File: src/core/pvcr_pkg.sv
// constants for the port virtual channel capability register bank
package pvcr_pkg;

  // bus widths
  localparam int unsigned ADDR_W = 12;
  localparam int unsigned DATA_W = 32;

  // register indexes as printed; byte address is four times the index
  localparam logic [ADDR_W-1:0] IDX_CAP_ONE  = 12'h204;
  localparam logic [ADDR_W-1:0] IDX_CAP_TWO  = 12'h208;
  localparam logic [ADDR_W-1:0] IDX_CONTROL  = 12'h20c;
  localparam logic [ADDR_W-1:0] IDX_STATUS   = 12'h20e;
  localparam logic [ADDR_W-1:0] IDX_VCR0_CAP = 12'h210;

  // field positions
  localparam int unsigned LPEVC_LSB    = 4;
  localparam int unsigned LPEVC_MSB    = 6;
  localparam int unsigned VCARB_LSB    = 0;
  localparam int unsigned VCARB_MSB    = 7;
  localparam int unsigned TBLOFF_LSB   = 24;
  localparam int unsigned TBLOFF_MSB   = 31;
  localparam int unsigned LOAD_BIT     = 0;
  localparam int unsigned SEL_LSB      = 1;
  localparam int unsigned SEL_MSB      = 3;
  localparam int unsigned TBLSTS_BIT   = 0;
  localparam int unsigned PARB_LSB     = 0;
  localparam int unsigned PARB_MSB     = 7;
  localparam int unsigned ADV_SW_BIT   = 14;
  localparam int unsigned SNOOP_BIT    = 15;

  // table offset unit in bytes
  localparam int unsigned TBLOFF_UNIT_BYTES = 16;

  // fixed field values
  localparam logic [2:0] LPEVC_COUNT_VAL   = 3'h0;
  localparam logic [7:0] VCARB_SUPPORT_VAL = 8'h00;
  localparam logic [7:0] VCARB_TBLOFF_VAL  = 8'h00;
  localparam logic       LOAD_TBL_VAL      = 1'b0;
  localparam logic       TBL_STATUS_VAL    = 1'b0;
  localparam logic       ADV_SW_VAL        = 1'b0;
  localparam logic       SNOOP_VAL         = 1'b0;

  // port arbitration capability bit meanings
  localparam int unsigned PARB_FIXED_RR = 0;
  localparam int unsigned PARB_WRR32    = 1;
  localparam int unsigned PARB_WRR64    = 2;
  localparam int unsigned PARB_WRR128   = 3;
  localparam int unsigned PARB_TWRR128  = 4;
  localparam int unsigned PARB_WRR256   = 5;
  localparam logic [7:0]  PARB_UP_VAL   = 8'h03;
  localparam logic [7:0]  PARB_DOWN_VAL = 8'h01;

  // reset values
  localparam logic [2:0]        SEL_RST   = 3'h0;
  localparam logic [DATA_W-1:0] RDATA_RST = 32'h0000_0000;

  // strap synchroniser settle count before capture
  localparam logic [1:0] STRAP_SETTLE = 2'h2;

endpackage

File: src/core/pvcr_strap.sv
// two-flop synchroniser and one-time capture of the port role strap
`timescale 1ns/10ps
module pvcr_strap (
  // clock and reset
  input  wire logic clk_i,
  input  wire logic rst_n_i,
  // strap pin
  input  wire logic strap_i,
  // captured role
  output logic      upstream_o,
  output logic      valid_o
);

  typedef struct packed {
    logic       sync_a;
    logic       sync_b;
    logic [1:0] settle;
    logic       role;
    logic       done;
  } pvcr_strap_state_t;

  pvcr_strap_state_t state;
  pvcr_strap_state_t next_state;

  // capture once after the synchroniser has filled; later pin moves are ignored
  always_comb begin
    next_state        = state;
    next_state.sync_a = strap_i;
    next_state.sync_b = state.sync_a;
    if (!state.done) begin
      if (state.settle == pvcr_pkg::STRAP_SETTLE) begin
        next_state.role = state.sync_b;
        next_state.done = 1'b1;
      end else begin
        next_state.settle = state.settle + 2'h1;
      end
    end
  end

  // constant reset only; the pin is never loaded under reset
  always_ff @(posedge clk_i or negedge rst_n_i) begin
    if (!rst_n_i) begin
      state <= '0;
    end else begin
      state <= next_state;
    end
  end

  assign upstream_o = state.role;
  assign valid_o    = state.done;

endmodule

File: src/core/pvcr_regs.sv
// port virtual channel capability register bank behind an apb slave
// Summary of operation
// RULE1: 8-bit read-only vc arbitration capability; bit 0 rr, 1-3 wrr 32/64/128, 4-7 reserved.
// RULE2: that field is only meaningful with a nonzero low-priority vc count, so it reads zero.
// RULE3: vc arbitration table offset in bits 31:24 counts 16-byte units from capability base.
// RULE4: the vc arbitration table offset reads zero, meaning no table.
// RULE5: the load-table control bit 0 is read-only, has no effect and reads zero.
// RULE6: the 3-bit arbitration select in bits 3:1 stores what is written and does nothing else.
// RULE7: the table status bit 0 of the status register is read-only and always zero.
// RULE8: port arbitration capability reads 0x3 on the upstream port and 0x1 on downstream ports; the upstream port reads 0x1 until its strap is captured.
// RULE9: port arbitration bits: 0 round robin, 1-3 wrr 32/64/128, 4 time-based 128, 5 wrr 256.
// RULE10: several capability bits are set together when several schemes are supported.
// RULE11: the advanced packet switching flag in bit 14 reads zero and is read-only.
// RULE12: the reject snoop flag in bit 15 reads zero and is read-only.
// RULE13: low-priority extended vc count in bits 6:4 of the first capability register is zero.
// RULE14: reserved fields read zero and writes to read-only or reserved bits are ignored.
`timescale 1ns/10ps
module pvcr_regs (
  // clock and reset
  input  wire logic                        CLK_I,
  input  wire logic                        RST_N_I,
  // port role strap, high on the upstream port
  input  wire logic                        UPSTREAM_STRAP_I,
  // apb slave
  input  wire logic                        PSEL_I,
  input  wire logic                        PENABLE_I,
  input  wire logic                        PWRITE_I,
  input  wire logic [pvcr_pkg::ADDR_W-1:0] PADDR_I,
  input  wire logic [pvcr_pkg::DATA_W-1:0] PWDATA_I,
  input  wire logic [3:0]                  PSTRB_I,
  output logic      [pvcr_pkg::DATA_W-1:0] PRDATA_O,
  output logic                             PREADY_O,
  output logic                             PSLVERR_O,
  // arbitration select as stored
  output logic      [2:0]                  VC_ARB_SCHEME_SELECT_O
);

  typedef struct packed {
    logic [2:0]                  vc_arb_scheme_select;
    logic [pvcr_pkg::DATA_W-1:0] rdata;
    logic                        ready;
    logic                        slverr;
  } pvcr_state_t;

  pvcr_state_t state;
  pvcr_state_t next_state;

  logic upstream;
  logic strap_valid;

  logic [pvcr_pkg::ADDR_W-1:0] a_cap_one;
  logic [pvcr_pkg::ADDR_W-1:0] a_cap_two;
  logic [pvcr_pkg::ADDR_W-1:0] a_control;
  logic [pvcr_pkg::ADDR_W-1:0] a_status;
  logic [pvcr_pkg::ADDR_W-1:0] a_vcr0_cap;

  logic [pvcr_pkg::DATA_W-1:0] cap_one_word;
  logic [pvcr_pkg::DATA_W-1:0] cap_two_word;
  logic [pvcr_pkg::DATA_W-1:0] control_word;
  logic [pvcr_pkg::DATA_W-1:0] status_word;
  logic [pvcr_pkg::DATA_W-1:0] vcr0_cap_word;
  logic [7:0]                  port_arb_scheme_support;

  logic                        setup;
  logic                        access_done;
  logic                        hit;
  logic [pvcr_pkg::DATA_W-1:0] read_word;

  // role strap enters through its own synchroniser
  pvcr_strap u_strap (
    .clk_i      (CLK_I),
    .rst_n_i    (RST_N_I),
    .strap_i    (UPSTREAM_STRAP_I),
    .upstream_o (upstream),
    .valid_o    (strap_valid)
  );

  // byte addresses are four times the printed index
  assign a_cap_one  = pvcr_pkg::IDX_CAP_ONE << 2;
  assign a_cap_two  = pvcr_pkg::IDX_CAP_TWO << 2;
  assign a_control  = pvcr_pkg::IDX_CONTROL << 2;
  assign a_status   = pvcr_pkg::IDX_STATUS << 2;
  assign a_vcr0_cap = pvcr_pkg::IDX_VCR0_CAP << 2;

  // role picks the capability; downstream value holds until the strap is caught
  always_comb begin
    port_arb_scheme_support = pvcr_pkg::PARB_DOWN_VAL; // RULE8
    if (strap_valid && upstream) begin
      port_arb_scheme_support = pvcr_pkg::PARB_UP_VAL; // RULE8 RULE10
    end
  end

  // read views; every bit not named is reserved and stays zero
  always_comb begin
    cap_one_word  = '0; // RULE14
    cap_one_word[pvcr_pkg::LPEVC_MSB:pvcr_pkg::LPEVC_LSB] = pvcr_pkg::LPEVC_COUNT_VAL; // RULE13
    cap_two_word  = '0; // RULE14
    // no low-priority vcs, so no scheme is reported
    cap_two_word[pvcr_pkg::VCARB_MSB:pvcr_pkg::VCARB_LSB] =
      pvcr_pkg::VCARB_SUPPORT_VAL; // RULE1 RULE2
    // offset in 16-byte units; zero means no table
    cap_two_word[pvcr_pkg::TBLOFF_MSB:pvcr_pkg::TBLOFF_LSB] =
      pvcr_pkg::VCARB_TBLOFF_VAL; // RULE3 RULE4
    control_word  = '0; // RULE14
    control_word[pvcr_pkg::LOAD_BIT] = pvcr_pkg::LOAD_TBL_VAL; // RULE5
    control_word[pvcr_pkg::SEL_MSB:pvcr_pkg::SEL_LSB] = state.vc_arb_scheme_select; // RULE6
    status_word   = '0; // RULE14
    status_word[pvcr_pkg::TBLSTS_BIT] = pvcr_pkg::TBL_STATUS_VAL; // RULE7
    vcr0_cap_word = '0; // RULE14
    vcr0_cap_word[pvcr_pkg::PARB_MSB:pvcr_pkg::PARB_LSB] = port_arb_scheme_support; // RULE9
    vcr0_cap_word[pvcr_pkg::ADV_SW_BIT] = pvcr_pkg::ADV_SW_VAL; // RULE11
    vcr0_cap_word[pvcr_pkg::SNOOP_BIT] = pvcr_pkg::SNOOP_VAL; // RULE12
  end

  // address decode
  always_comb begin
    hit       = 1'b1;
    read_word = '0;
    case (PADDR_I)
      a_cap_one:  read_word = cap_one_word;
      a_cap_two:  read_word = cap_two_word;
      a_control:  read_word = control_word;
      a_status:   read_word = status_word;
      a_vcr0_cap: read_word = vcr0_cap_word;
      default:    hit = 1'b0;
    endcase
  end

  // answer is prepared in setup so pready is high in the first access cycle
  assign setup       = PSEL_I && !PENABLE_I;
  assign access_done = PSEL_I && PENABLE_I && state.ready;

  always_comb begin
    next_state        = state;
    next_state.ready  = 1'b0;
    next_state.slverr = 1'b0;
    next_state.rdata  = '0;
    if (setup) begin
      next_state.ready  = 1'b1;
      next_state.slverr = !hit;
      // reads of write transfers return zero to keep prdata quiet
      if (!PWRITE_I && hit) begin
        next_state.rdata = read_word;
      end
    end
    // only the select field takes writes; all else ignores them
    if (access_done && PWRITE_I && PADDR_I == a_control && PSTRB_I[0]) begin
      next_state.vc_arb_scheme_select =
        PWDATA_I[pvcr_pkg::SEL_MSB:pvcr_pkg::SEL_LSB]; // RULE6 RULE14
    end
  end

  // single register for all state
  always_ff @(posedge CLK_I or negedge RST_N_I) begin
    if (!RST_N_I) begin
      state.vc_arb_scheme_select <= pvcr_pkg::SEL_RST;
      state.rdata                <= pvcr_pkg::RDATA_RST;
      state.ready                <= 1'b0;
      state.slverr               <= 1'b0;
    end else begin
      state <= next_state;
    end
  end

  assign PRDATA_O               = state.rdata;
  assign PREADY_O               = state.ready;
  assign PSLVERR_O              = state.slverr;
  assign VC_ARB_SCHEME_SELECT_O = state.vc_arb_scheme_select;

endmodule

File: config.mk
export PLATFORM = sky130hd
export DESIGN_NAME = pvcr_regs
export DESIGN_NICKNAME = d
export VERILOG_FILES = /design/src/core/pvcr_pkg.sv /design/src/core/pvcr_strap.sv /design/src/core/pvcr_regs.sv
export SDC_FILE = /design/constraint.sdc
export NUM_CORES = 1
export LEC_CHECK = 0
export BUFFER_PORTS_ARGS = -buffer_cell sky130_fd_sc_hd__buf_2
export CAP_MARGIN = 25
export CORE_MARGIN = 2
export CORE_UTILIZATION = 37
export DETAILED_ROUTE_END_ITERATION = 10
export GPL_TIMING_DRIVEN = 0
export PLACE_DENSITY_LB_ADDON = 0.08
export SLEW_MARGIN = 20
export SYNTH_ARGS = -nofsm -noshare
export SYNTH_HDL_FRONTEND = slang
export SYNTH_SLANG_ARGS = --single-unit
File: constraint.sdc
create_clock -name CLK_I -period 2 [get_ports CLK_I]
set_input_delay 0 -clock CLK_I [delete_from_list [all_inputs] [get_ports CLK_I]]
set_output_delay 0 -clock CLK_I [all_outputs]
set_load 0.01 [all_outputs]
==> reports/qor.txt <==
Die ar.: 2790 um2
mean routed wirelength per cell: 8.79 um
DP HPWL: 1300 um
WHS Endpoint: PRDATA_O[0]
FF-to-FF Start: u_strap.state[2]
PwrDens: 479 nW/um2
Fin Clk Skew: 0.00284 ns
DRT Wirelength: 1570 um
Mapped Avg Cell Area: 10.6 um2
Critical Path RT: 2.17 ns
Initial DRC Count: 10
drt via density: 3.89
Worst R2R Path Depth: 6
Syn. warnings: 0
Worst path slowest cell: or4b_4
fin crit share: 76.0%
core footprint: 2230 um2
worst path arrival time: 1.69 ns
distinct cell type count after synthesis: 29
Residual DRC: 0
final cell area excluding filler cells: 1260 um2
Num CTS Buffers: 3
Worst Hold Class: in2reg
row count: 17
CP max FO: 4
Die X: 52.8 um
Inserted Diodes: 0
Reg clk slew, reported paths: 0.08 ns
Worst Setup End Kind: flip-flop
Fmax achieved: 658 MHz
Reg2Reg Setup Slack: 0.72 ns
CP max stage delay: 0.54 ns
dpl cell area: 1170 um2
first-pass GRT wire length: 2280 um
vias in the first global route: 564
Worst setup SP type: input pin
Sink Count: 15
TNS Setup: 0 ns
Root Buffer: clkbuf_4
largest net degree at the start of global routing: 16
Setup-failing EPs final: 0
Area growth syn-to-layout: 42.4%
global route overflow: 0
final hold vios: 0
kind of critical path: in2reg
Syn Inst Count: 83
Fillers: 206
CTS tree: yes
max-cap check violation count: 0
clk buf depth: 2
hold depth: 3
layout cells sized above 1: 48.7%
RSZ-0062 raised after global routing: no
mapped cell area: 882 um2
Die Ht: 52.8 um
via count: 692
port bufs: 30
first-pass detailed-route iteration total: 4
Slew Viols, Final: 0
H-tree Lvls: 1
RR Endpoint: u_strap.state[3]
Hold Startpoint: PWRITE_I
Leakage: 0.716 nW
flops & latches, synth: 15
critical-path cell list: buf_2, or4b_4, or2_4, nor4_4, mux2_2
GP Congestion: 0.706
antenna violations before repair: 0
CTS-repair resized insts: 0
Skew-Pair Late Insertion Delay: 0.28 ns
IO Pins: 91
Initial Util: 39.5%
nets: 206
status: finished clean
Tmin final: 1.52 ns
VDD IR max: 0.274 mV
remaining antenna violation count: 0
sequential share of the synthesized area: 42.6%
total global-route track usage: 11.8%
-- per-stage QoR --
step                      util, %  hold slack [ns]  instances  setup slack [ns]  total power [W]
final                        56.2          0.00499        178             0.479         0.000602
after global routing         56.2           0.0165        178             0.450         0.000643
after CTS                    56.2          0.00207        178             0.472         0.000608
after detailed placement     52.3          -0.0874        168             0.167         0.000428
after global placement       52.3          -0.0892        168             0.186         0.000426
after floorplan                 -           -0.296        110             0.387         0.000394
-- cell families after synthesis --
group                    synth area share [%]
multiplexers                             5.11
buffers and inverters                    25.1
AND/OR/NAND/NOR                          18.7
other                                   0.425
XOR/XNOR                                 1.99
AO/OA/AOI/OAI                            4.68
flip-flops                               42.6
adder cells (fa/ha/maj)                  1.42
-- power by group --
group | internal, W | switching (W) | total, W
Clock | 0.0000743 | 0.0000952 | 0.000169
Sequential | 0.000308 | 0.00000191 | 0.000310
Combinational | 0.0000666 | 0.0000556 | 0.000122
-- sequential cells by signal, summed over array words and instances (netlist names) --
signal / flops
PRDATA_O: 4
u_strap.valid_o: 1
PSLVERR_O: 1
PREADY_O: 1
u_strap.state: 3
u_strap.next_state: 1
u_strap.upstream_o: 1
VC_ARB_SCHEME_SELECT_O: 3
-- metal layers --
layer | wire, um | global-route usage [%] | part of all wire (%) | vias up
li1 | - | - | - | 360
met4 | 27 | 10.3 | 1.7 | 0
met3 | 166 | 2.57 | 11 | 2
met2 | 736 | 18.3 | 47 | 40
met1 | 635 | 13.5 | 41 | 290
met5 | 0 | 0 | 0 | -
-- critical path, delay by kind of cell --
family                 cells  cell delay [ns]
and+or+nand+nor            3             1.22
muxes                      1             0.38
buffers and inverters      1             0.09
-- what timing repair did --
item | CTS | global route
setup buffers | 0 | 0
hold buffers | 6 | 0
endpoints found under the hold margin | 20 | 0
-- cell usage in the layout, fill, tap and decap left out, drive strengths merged --
cell	instances
and3	2
or4	1
nand2b	1
conb	28
nor2	2
buf	58
dfrtp	15
clkinv	1
nor2b	1
nand3	2
a31oi	1
or4bb	1
o21ai	2
xor2	1
ha	1
or4b	2
nand3b	1
xnor2	1
mux2	4
inv	2
a211o	1
a21boi	1
clkbuf	4
or2	2
dlygate4sd3	6
nor4	1
nor3	4
a311oi	1
nand2	3
-- cell usage after synthesis, drive strengths merged --
master | n | area share, %
o21ai | 2 | 1.1
mux2 | 4 | 5.1
or2 | 2 | 1.7
ha | 1 | 1.4
conb | 1 | 0.43
a211o | 1 | 0.99
a21boi | 1 | 0.85
nor4 | 1 | 2.4
nand2 | 3 | 1.3
nand2b | 1 | 0.71
clkbuf | 1 | 0.43
or4bb | 1 | 1.4
or4b | 2 | 2.7
nand3b | 1 | 0.85
nor3 | 4 | 2.3
xnor2 | 1 | 0.99
buf | 28 | 24
a31oi | 1 | 0.71
nor2b | 1 | 0.71
or4 | 1 | 1.3
xor2 | 1 | 0.99
nor2 | 2 | 0.85
a311oi | 1 | 0.99
dfrtp | 15 | 43
nand3 | 2 | 1.1
and3 | 2 | 1.4
inv | 2 | 0.85
-- worst max path at each step --
stage                      from                        end  slack [ns]  cells past startpoint
global placement    PADDR_I[10]  VC_ARB_SCHEME_SELECT_O[0]        0.19                      5
CTS                 PADDR_I[10]  VC_ARB_SCHEME_SELECT_O[1]        0.47                      5
floorplan           PADDR_I[10]  VC_ARB_SCHEME_SELECT_O[0]        0.39                      4
finish              PADDR_I[10]  VC_ARB_SCHEME_SELECT_O[1]        0.48                      5
global route        PADDR_I[10]  VC_ARB_SCHEME_SELECT_O[2]        0.45                      5
detailed placement  PADDR_I[10]  VC_ARB_SCHEME_SELECT_O[1]        0.17                      5
-- cell type report --
| cell class | instances | area [um2] | area share [%] |
|---|---|---|---|
| flip-flops and latches | 15 | 375 | 29.9 |
| multi-input cells | 64 | 387 | 30.8 |
| plain buffers | 29 | 214 | 17.0 |
| repair buffers | 36 | 210 | 16.7 |
| clock buffers | 3 | 22.5 | 1.79 |
| well taps | 28 | 35.0 | 2.79 |
| clock inverters | 1 | 5.00 | 0.398 |
| inverters | 2 | 7.51 | 0.598 |
Note: power is estimated with default switching activity, not from simulation.
